[src/verilog/rcu_consts.vh]
// Constants for the readback CRC upset signalling block
`ifndef RCU_CONSTS_VH
`define RCU_CONSTS_VH
// ==========================================================
// Register map (word addresses on the plain register port)
`define RCU_ADDR_W          4
`define RCU_ADDR_CTRL       4'h0
`define RCU_ADDR_STATUS     4'h1
`define RCU_ADDR_IRQ_STAT   4'h2
`define RCU_ADDR_IRQ_MASK   4'h3
`define RCU_ADDR_GOLDEN     4'h4
`define RCU_ADDR_LAST       4'h5
`define RCU_ADDR_ROUNDS     4'h6
// ==========================================================
// Control register fields (options register one image)
`define RCU_CTRL_DET_EN     0
`define RCU_CTRL_PIN_SEL    1
`define RCU_CTRL_RST        2'h0
// ==========================================================
// Status register fields
`define RCU_ST_ERR          0
`define RCU_ST_GOLD_OK      1
`define RCU_ST_RUNNING      2
`define RCU_ST_PAUSED       3
`define RCU_ST_CFG_DONE     4
// ==========================================================
// Interrupt bits
`define RCU_IRQ_W           3
`define RCU_IRQ_UPSET       0
`define RCU_IRQ_GOLD        1
`define RCU_IRQ_RELEASE     2
`define RCU_IRQ_RST         3'h0
// ==========================================================
// Engine states
`define RCU_S_IDLE          2'h0
`define RCU_S_READ          2'h1
`define RCU_S_CMP           2'h2
// ==========================================================
// Engine details
`define RCU_CRC_POLY        8'h07
`define RCU_SYNC_N          3
`define RCU_PIN_DONE        0
`define RCU_PIN_ACC         1
`define RCU_PIN_CFGL        2
`endif

[src/verilog/rcu_readback_crc.v]
// Readback CRC upset detector with status pin and flag signalling
`timescale 1ns/100ps
`default_nettype none
// ==========================================================
// Notes on behaviour
// - During configuration the status pin keeps its ordinary configuration role.
// - After configuration, enabled and pin selected: pin becomes upset status.
// - Upset declared when readback CRC differs from the reference CRC.
// - Upset drives mismatch flag high and, if pin used, pin low.
// - Enable setting runs background detection; disable means no detection.
// - Primitive-only selection leaves the pin unused for upset reporting.
// - Pin-and-primitive selection reports on both pin and flag.
// - With pin disabled, error still shows on the mismatch flag.
// - Check CRC comes from periodic readback of configuration cells.
// - Pin selection is one bit in options register one.
// - Pin reserved means no user buffer drives it.
// - First completed round latched as reference; later rounds compared.
// - Flag holds until next comparison and while no new reference.
// - Config access pauses checking and clears flag; resumes after.
// - Interface release command resets checker and clears all errors.
`include "rcu_consts.vh"
// ==========================================================
// Limitations: the CRC uses a short toy polynomial, so it only tells
// that a round differs from the reference, not which cell moved.
// frame_count_in must be at least one and steady while a round runs.
// The release pulse is sampled directly, so its source must share
// clk_in; a release from another clock would need a handshake.

module rcu_readback_crc #(
  parameter CRC_W    = 32,
  parameter WORD_W   = 32,
  parameter FRAMES_W = 16
) (
  input  wire                  clk_in,           // System clock
  input  wire                  rst_in,           // Async reset, high
  // Register port
  input  wire [`RCU_ADDR_W-1:0] reg_addr_in,     // Word address
  input  wire [31:0]           reg_wdata_in,     // Write data
  input  wire                  reg_wr_in,        // Write strobe
  input  wire                  reg_rd_in,        // Read strobe
  output reg  [31:0]           reg_rdata_out,    // Read data, next cycle
  output reg                   irq_out,          // Level interrupt
  // Configuration logic side
  input  wire                  cfg_done_in,      // Configuration finished
  input  wire                  cfg_access_in,    // Port access in progress
  input  wire                  release_cmd_in,   // Interface release pulse
  input  wire                  init_cfg_low_in,  // Config-role pin pull low
  input  wire [FRAMES_W-1:0]   frame_count_in,   // Words per round
  output reg                   rb_req_out,       // Readback word request
  input  wire                  rb_valid_in,      // Readback word valid
  input  wire [WORD_W-1:0]     rb_word_in,       // Readback word
  // User side
  output reg                   upset_flag_out,   // Mismatch flag to user
  input  wire                  user_buf_oe_in,   // User buffer wants pin
  input  wire                  user_buf_o_in,    // User buffer value
  output reg                   init_o_out,       // Status pin output value
  output reg                   init_oe_out       // Status pin output enable
);

  // ==========================================================
  // CRC step, one readback word folded in
  // Bit 0 of each word goes in first
  function [CRC_W-1:0] crc_step;
    input [CRC_W-1:0]  c;
    input [WORD_W-1:0] w;
    integer            i;
    reg   [CRC_W-1:0]  t;
    begin
      t = c;
      for (i = 0; i < WORD_W; i = i + 1) begin
        t = {t[CRC_W-2:0], 1'b0} ^
            ((t[CRC_W-1] ^ w[i]) ? {{(CRC_W-8){1'b0}}, `RCU_CRC_POLY} :
             {CRC_W{1'b0}});
      end
      crc_step = t;
    end
  endfunction

  // ==========================================================
  // Address decode, shared by the write strobes
  function addr_hit;
    input [`RCU_ADDR_W-1:0] a;
    input [`RCU_ADDR_W-1:0] want;
    begin
      addr_hit = (a == want);
    end
  endfunction

  // ==========================================================
  // Registers
  reg [1:0]             ctrl_q;
  reg [`RCU_IRQ_W-1:0]  irq_stat_q;
  reg [`RCU_IRQ_W-1:0]  irq_mask_q;
  reg [1:0]             state_q;
  reg [CRC_W-1:0]       crc_q;
  reg [CRC_W-1:0]       gold_q;
  reg [CRC_W-1:0]       last_q;
  reg                   gold_ok_q;
  reg                   err_q;
  reg [FRAMES_W-1:0]    cnt_q;
  // Round counter wraps; it is only a sign of life for software
  reg [15:0]            rounds_q;
  reg [31:0]            status_word;
  wire [`RCU_SYNC_N-1:0] pin_q;
  wire                  done_q = pin_q[`RCU_PIN_DONE];
  wire                  acc_q  = pin_q[`RCU_PIN_ACC];
  wire                  cfgl_q = pin_q[`RCU_PIN_CFGL];

  wire det_en  = ctrl_q[`RCU_CTRL_DET_EN];
  wire pin_sel = ctrl_q[`RCU_CTRL_PIN_SEL];
  wire run_ok  = det_en && done_q && !acc_q;
  wire wr_ctrl = reg_wr_in && addr_hit(reg_addr_in, `RCU_ADDR_CTRL);
  wire wr_stat = reg_wr_in && addr_hit(reg_addr_in, `RCU_ADDR_IRQ_STAT);
  wire wr_mask = reg_wr_in && addr_hit(reg_addr_in, `RCU_ADDR_IRQ_MASK);

  // ==========================================================
  // Pin synchronisers: a change counts once stages two and three agree.
  // Stage one may go metastable, so only stage two ever reads it.
  // One copy per pin; all three share the same settling rule.
  wire [`RCU_SYNC_N-1:0] pin_raw = {init_cfg_low_in, cfg_access_in,
                                    cfg_done_in};
  genvar g;
  generate
    for (g = 0; g < `RCU_SYNC_N; g = g + 1) begin : g_sync
      reg [2:0] stg_q;
      reg       val_q;
      always @(posedge clk_in or posedge rst_in) begin
        if (rst_in) begin
          stg_q <= 3'h0;
          val_q <= 1'b0;
        end else begin
          stg_q <= {stg_q[1:0], pin_raw[g]};
          if (stg_q[1] == stg_q[2])
            val_q <= stg_q[2];
        end
      end
      assign pin_q[g] = val_q;
    end
  endgenerate

  // ==========================================================
  // Readback engine
  wire last_word = rb_valid_in && (cnt_q + 1'b1 >= frame_count_in);
  wire [CRC_W-1:0] crc_nx = crc_step(crc_q, rb_word_in);
  wire cmp_evt  = (state_q == `RCU_S_CMP);
  wire mismatch = cmp_evt && gold_ok_q && (crc_q != gold_q);
  wire gold_evt = cmp_evt && !gold_ok_q;

  // Release wins over everything but reset: it drops the reference as well, while
  // an access or a disable keeps the reference, abandons the round and drops the flag.
  // A round cut short restarts from its first word, never resumes.

  always @(posedge clk_in or posedge rst_in) begin
    if (rst_in) begin
      state_q    <= `RCU_S_IDLE;
      crc_q      <= {CRC_W{1'b0}};
      gold_q     <= {CRC_W{1'b0}};
      last_q     <= {CRC_W{1'b0}};
      gold_ok_q  <= 1'b0;
      err_q      <= 1'b0;
      cnt_q      <= {FRAMES_W{1'b0}};
      rounds_q   <= 16'h0;
      rb_req_out <= 1'b0;
    end else if (release_cmd_in) begin
      // Fresh reference taken after every release
      state_q    <= `RCU_S_IDLE;
      gold_ok_q  <= 1'b0;
      err_q      <= 1'b0;
      cnt_q      <= {FRAMES_W{1'b0}};
      rb_req_out <= 1'b0;
    end else if (!run_ok) begin
      // Access or disable: abandon round, drop flag, keep reference
      state_q    <= `RCU_S_IDLE;
      err_q      <= 1'b0;
      cnt_q      <= {FRAMES_W{1'b0}};
      rb_req_out <= 1'b0;
    end else begin
      case (state_q)
        `RCU_S_IDLE: begin
          // Arm a fresh round with the CRC seeded all ones
          crc_q      <= {CRC_W{1'b1}};
          cnt_q      <= {FRAMES_W{1'b0}};
          rb_req_out <= 1'b1;
          state_q    <= `RCU_S_READ;
        end
        `RCU_S_READ: begin
          // Stalls on the readback side simply stretch the round
          if (rb_valid_in) begin
            crc_q <= crc_nx;
            cnt_q <= cnt_q + 1'b1;
          end
          if (last_word) begin
            rb_req_out <= 1'b0;
            state_q    <= `RCU_S_CMP;
          end
        end
        `RCU_S_CMP: begin
          // One cycle: the first round becomes the reference
          last_q   <= crc_q;
          rounds_q <= rounds_q + 16'h1;
          if (!gold_ok_q) begin
            gold_q    <= crc_q;
            gold_ok_q <= 1'b1;
          end else begin
            err_q <= mismatch;
          end
          state_q <= `RCU_S_IDLE;
        end
        default: state_q <= `RCU_S_IDLE;
      endcase
    end
  end

  // ==========================================================
  // Status pin and mismatch flag
  // The block itself only ever pulls the pin low, so while it is reserved the enable
  // alone carries the upset; the user buffer is locked out of it then.
  always @(posedge clk_in or posedge rst_in) begin
    if (rst_in) begin
      upset_flag_out <= 1'b0;
      init_o_out     <= 1'b0;
      init_oe_out    <= 1'b0;
    end else begin
      upset_flag_out <= err_q;
      if (!done_q) begin
        init_o_out  <= 1'b0;
        init_oe_out <= cfgl_q;
      end else if (det_en && pin_sel) begin
        init_o_out  <= 1'b0;
        init_oe_out <= err_q;
      end else begin
        init_o_out  <= user_buf_o_in;
        init_oe_out <= user_buf_oe_in;
      end
    end
  end

  // ==========================================================
  // Control and interrupts
  // Events go straight into the sticky bits; irq_out lags them a cycle
  wire [`RCU_IRQ_W-1:0] irq_evt = {release_cmd_in, gold_evt, mismatch};

  always @(posedge clk_in or posedge rst_in) begin
    if (rst_in) begin
      ctrl_q     <= `RCU_CTRL_RST;
      irq_stat_q <= `RCU_IRQ_RST;
      irq_mask_q <= `RCU_IRQ_RST;
      irq_out    <= 1'b0;
    end else begin
      if (wr_ctrl)
        ctrl_q <= reg_wdata_in[1:0];
      if (wr_mask)
        irq_mask_q <= reg_wdata_in[`RCU_IRQ_W-1:0];
      // Set wins over a clear in the same cycle
      irq_stat_q <= (irq_stat_q &
                     ~(wr_stat ? reg_wdata_in[`RCU_IRQ_W-1:0] :
                       {`RCU_IRQ_W{1'b0}})) | irq_evt;
      irq_out <= |(irq_stat_q & irq_mask_q);
    end
  end

  // ==========================================================
  // Status word, assembled field by field
  always @* begin
    status_word                   = 32'h0;
    status_word[`RCU_ST_ERR]      = err_q;
    status_word[`RCU_ST_GOLD_OK]  = gold_ok_q;
    status_word[`RCU_ST_RUNNING]  = run_ok;
    status_word[`RCU_ST_PAUSED]   = acc_q;
    status_word[`RCU_ST_CFG_DONE] = done_q;
  end

  // ==========================================================
  // Read port: data stands one cycle and is zero otherwise, so a
  // late sample by the master never shows stale register contents
  always @(posedge clk_in or posedge rst_in) begin
    if (rst_in) begin
      reg_rdata_out <= 32'h0;
    end else begin
      reg_rdata_out <= 32'h0;
      if (reg_rd_in) begin
        case (reg_addr_in)
          `RCU_ADDR_CTRL:     reg_rdata_out <= {30'h0, ctrl_q};
          `RCU_ADDR_STATUS:   reg_rdata_out <= status_word;
          `RCU_ADDR_IRQ_STAT: reg_rdata_out <= {29'h0, irq_stat_q};
          `RCU_ADDR_IRQ_MASK: reg_rdata_out <= {29'h0, irq_mask_q};
          `RCU_ADDR_GOLDEN:   reg_rdata_out <= gold_q[31:0];
          `RCU_ADDR_LAST:     reg_rdata_out <= last_q[31:0];
          `RCU_ADDR_ROUNDS:   reg_rdata_out <= {16'h0, rounds_q};
          default:            reg_rdata_out <= 32'h0;
        endcase
      end
    end
  end

endmodule // rcu_readback_crc
`default_nettype wire

[config.mk]
export PLATFORM = sky130hd
export DESIGN_NAME = rcu_readback_crc
export DESIGN_NICKNAME = d
export VERILOG_FILES = /design/src/verilog/rcu_readback_crc.v
export VERILOG_INCLUDE_DIRS = /design/src /design/src/verilog
export SDC_FILE = /design/constraint.sdc
export NUM_CORES = 1
export LEC_CHECK = 0
export BUFFER_PORTS_ARGS = -buffer_cell sky130_fd_sc_hd__buf_2
export CAP_MARGIN = 20
export CORE_UTILIZATION = 55
export DETAILED_ROUTE_END_ITERATION = 7
export PLACE_DENSITY = 0.75
export SYNTH_ARGS = -nofsm -noshare
export SYNTH_HDL_FRONTEND = slang
export SYNTH_SLANG_ARGS = --single-unit
[constraint.sdc]
create_clock -name clk_in -period 17.02 [get_ports clk_in]
set_clock_uncertainty 0.2 [all_clocks]
set_input_delay 0.851 -clock clk_in [delete_from_list [all_inputs] [get_ports clk_in]]
set_output_delay 0.851 -clock clk_in [all_outputs]
set_load 0.01 [all_outputs]
### Word-level counts from Yosys, hierarchy flattened

Index checks and enable logic that the tools add are counted.

* logic and storage cells: 199
* register bits after elaboration: 189

* $add $sub $neg: 2
* $lt $le $gt $ge: 1
* equal/unequal tests: 18
* reduce and logical (&&, ||, !) cells: 25
* bitwise gates (word level): 70
* muxes and demuxes: 60

Operator list (number)
* 32-bit by 3-bit XOR with 32-bit output: 32
* 32-bit case mux with 7 select lines: 1
* 3-bit 2-to-1 mux: 33
* 32-bit 2-to-1 mux: 2
* 32-bit case mux with 2 select lines: 1
* 16-bit 2-to-1 mux: 3
* 16-bit by 1-bit adder with 16-bit output (second input constant): 2
* 32-bit != test: 1
* 16-bit case mux with 2 select lines: 1
* 1-bit XOR: 32
* 16-bit >= comparator: 1
* 1-bit 2-to-1 mux: 14
* 4-bit by 3-bit equality test with 1-bit output (second input constant): 3
* 1-bit logical AND: 10
* 4-bit by 2-bit equality test with 1-bit output (second input constant): 2
* 4-bit != test (second input constant): 2
* 2-bit AND reduction: 4
* 4-bit AND reduction: 2
* 3-bit bitwise AND: 2
* 2-bit 2-to-1 mux: 3
* 2-bit nonzero test: 3
* 4-bit by 1-bit equality test with 1-bit output (second input constant): 1
* 4-bit zero test: 1
* 4-bit by 2-bit != test with 1-bit output (second input constant): 1
* other kinds (15): 19

### Logic depth before layout (Yosys ltp)

* word-level depth: 98
* gate-level depth with buffers: 13
* depth with buffers taken out: 12

### Least setup slack after synthesis

No wires, ideal clock.

* path type: reg-to-reg
* start: reg cnt_q[2]
* end: reg rb_req_out
* period minus slack after synthesis: 2.894 ns
* arrival: 2.629 ns
* cell stages (with the launch flop): 13
* slack: 14.126 ns
* required time: 16.755 ns
* cell sequence: dfrtp_1 clkbuf_1 nand4_1 nor4_2 and3_1 xor2_1 ha_1 a21o_1 a21o_1 a21oi_1 o21ai_0 a21oi_1 o221a_2

* cells in the longest elaborated chain, start to end: 5

RTL lines
* start, declared: line rcu_readback_crc.v:100 `reg [FRAMES_W-1:0] cnt_q;`
* start signal, assigned: line rcu_readback_crc.v:161 `cnt_q <= {FRAMES_W{1'b0}};`
* start signal, assigned: line rcu_readback_crc.v:169 `cnt_q <= {FRAMES_W{1'b0}};`
* start signal, assigned: line rcu_readback_crc.v:175 `cnt_q <= {FRAMES_W{1'b0}};`
* 16-bit by 1-bit adder with 16-bit output: line rcu_readback_crc.v:143 `wire last_word = rb_valid_in && (cnt_q + 1'b1 >= frame_count_in);`
* 16-bit >= comparator: line rcu_readback_crc.v:143
* 1-bit logical AND: line rcu_readback_crc.v:143
* 4-bit != test (no line)
* 2-bit AND reduction (no line)
* end signal, assigned: line rcu_readback_crc.v:163 `rb_req_out <= 1'b0;`
* end signal, assigned: line rcu_readback_crc.v:170 `rb_req_out <= 1'b0;`
* end signal, assigned: line rcu_readback_crc.v:176 `rb_req_out <= 1'b0;`
* end, declared: line rcu_readback_crc.v:49 `output reg rb_req_out,`

No other way between the ends.
A chain may end at the register's enable or synchronous reset.

### Worst setup path in the final report

Ends and elaborated chain as after synthesis.

==> flow_summary.ini <==
[synthesis]
syn_area_mm2 = 0.00919
ys_seq_area_share_pct = 51.4
netlist_instances = 893
synth_area_per_cell_um2 = 10.3
ys.flop_type = dfrtp_1
syn_nets = 1006
yosys_warnings = 0
synth-edff-count = 0
synthDistinctLibCells = 56
async_flop_share_pct = 100
synth_seq_cells = 189

[placed_design]
dpl_cell_area_mm2 = 0.00991
placed_cells = 1183
gp_congestion = 0.815
hpwlAfterDp_um = 13400
numPortBuffers = 102

[drt]
drt_iter0_drc = 624
vias = 6780
wl_um = 20200
via_per_inst = 5.58
firstDrtPassIters = 5
drtAntennaViolNets = 0
avgRoutedWirePerCell_um = 16.7
drcViolationCount = 0

[worst_setup_path]
cp_max_fo = 7
cp-end-kind = register
start_kind = register
required_ns = 17.20
critPathKind = reg -> reg
cp.arrival_ns = 3.47

[final_layout]
drive_gt1_share_pct = 18.2
final_cells = 1215
area_growth_pct = 14.4
finalNetCount = 1099
regArea_mm2 = 0.00473
n_antenna_cell = 0
multi_input_comb_area_mm2 = 0.00425
fin_area_mm2 = 0.0105
fillers = 1337
final_cell_mix = 189 x dfrtp_1, 132 x nand2_1, 102 x buf_2, 99 x nor2_1, 82 x xnor2_1
final_common_cell = dfrtp_1

[power]
p_seq_share_pct = 43.7
p_total_mw = 1.26
internal-power_mw = 0.860
clockPowerShare_pct = 32.2
ir_drop_uv = 80.5
switchingPower_mw = 0.404
p_sw_share_pct = 31.9
comb_power_share_pct = 24.1
powerDensity_mw_per_mm2 = 120
leakagePower_nw = 5.03

[floorplanning]
ioPinCount = 132
fp.dieArea_mm2 = 0.0172
fp.dieW_um = 131
start_util_pct = 57.0
core_area_mm2 = 0.0161
row_count = 46
die_h_um = 131

[sta]
fin_tns_setup_ns = 0
finalSetupViolCount = 0
worstMarginPinSlew_ns = 0.989
fin_crit_ns = 3.29
period_share_pct = 19.4
grt_setup_unrepaired = false
max_freq_mhz = 304
hold_viol_final = 0
relSlewSlack_pct = 33.8
slew_viol_final = 0

[flow_run]
cap_violations = 0

[clock_network]
post_cts_buffers = 0
cts_tree = done
cts.htree.levels = 4
numCtsBuffers = 17
cts_root_buf = clkbuf_16
cts_hold_buffers = 0
cts_sinks = 189
clk_pin_slew_ns = 0.07
clk_path_buf_depth = 2
insertion_delay_ns = 0.43
post_cts_resized = 0

[hold_path]
hp-class = reg -> reg

[global_routing]
grt_max_degree = 69
grt_overflow_total = 0
first_global_vias = 6615
grt_util_all_layers_pct = 24.8
grt_first_pass_wirelength_um = 33800
grt_antenna_before_repair = 0

[outcome]
outcome = complete, no violations
power by group through the flow:
stage	clock, mW	sequential [mW]	combinational [mW]
global route	0.428	0.561	0.337
floorplan	0	0.542	0.251
CTS	0.413	0.551	0.306
global placement	0	0.557	0.295
detailed placement	0	0.560	0.303
finish	0.407	0.552	0.304
flip-flops by register name, summed over array words and instances, names as in the netlist, 3 cells and up:
register       flops
crc_q             32
gold_q            32
last_q            32
reg_rdata_out     32
cnt_q             16
rounds_q          16
g_sync.stg_q       9
irq_mask_q         3
irq_stat_q         3
worst max-delay path, cell delays in order, from the launching register on:
cell,delay (ns)
dfrtp_1,0.46
nand4_1,0.18
nor4_2,0.55
and3_1,0.30
xor2_1,0.20
ha_1,0.28
a21o_1,0.18
a21o_1,0.17
a21oi_1,0.13
o21ai_0,0.10
a21oi_1,0.26
o221a_2,0.24
final timing paths:
kind,startpoint,to,slack (ns),depth (start not counted)
hold / removal,g_sync[0].stg_q[0],g_sync[0].stg_q[1],0.16,0
setup reg to reg,cnt_q[2],rb_req_out,13.73,11
hold reg to reg,g_sync[0].stg_q[0],g_sync[0].stg_q[1],0.16,0
setup / recovery,cnt_q[2],rb_req_out,13.73,11
min in group asynchronous,rst_in,irq_mask_q[2],0.23,2
max in group asynchronous,rst_in,gold_q[31],15.10,3
metal layers:
metal  vias to the layer above  global-route usage [%]  routed length, µm
li1                       3244                       -                  -
met1                      3339                    34.3               9390
met2                       180                    40.2               9700
met3                        17                    4.40                906
met4                         0                    7.49                248
met5                         -                       0                  0
area by class of cell:
class | instances | area share [%]
inverters | 22 | 0.833
repair buffers | 111 | 5.49
clock inverters | 15 | 1.72
well taps | 216 | 2.57
clock buffers | 17 | 4.04
flip-flops and latches | 189 | 45.0
multi-input cells | 645 | 40.4
cells in the mapped netlist, types with 14 or more instances:
master	number	area (µm²)
nor2_1	99	372
o21ai_0	14	70.1
xor2_1	56	490
a22oi_1	20	150
a21oi_1	53	265
inv_1	22	82.6
dfrtp_1	189	4730
nand2_1	132	495
xnor2_1	82	718
clkbuf_1	31	116
nand4_1	15	93.8
ha_1	18	225
mux2_2	26	293
kinds of logic (layout without fill, tap and decap cells):
kind of cell / after synthesis / count (layout) / synth area share [%]
AO/OA/AOI/OAI: 144 / 144 / 10.4
buffers and inverters: 59 / 165 / 2.46
flip-flops: 189 / 189 / 51.4
adder cells (fa/ha/maj): 21 / 21 / 2.78
multiplexers: 40 / 40 / 4.86
AND/OR/NAND/NOR: 299 / 299 / 14.2
XOR/XNOR: 141 / 141 / 13.9
metrics by stage:
step / worst slack [ns] / util (%) / hold WS (ns)
after floorplan: 10.83 / - / 0.131
after global placement: 13.52 / 61.5 / 0.132
after detailed placement: 13.48 / 61.5 / 0.141
after CTS: 13.71 / 65.3 / 0.161
after global routing: 13.57 / 65.3 / 0.174
final: 13.73 / 65.3 / 0.162
Note: power is estimated with default switching activity, not from simulation.
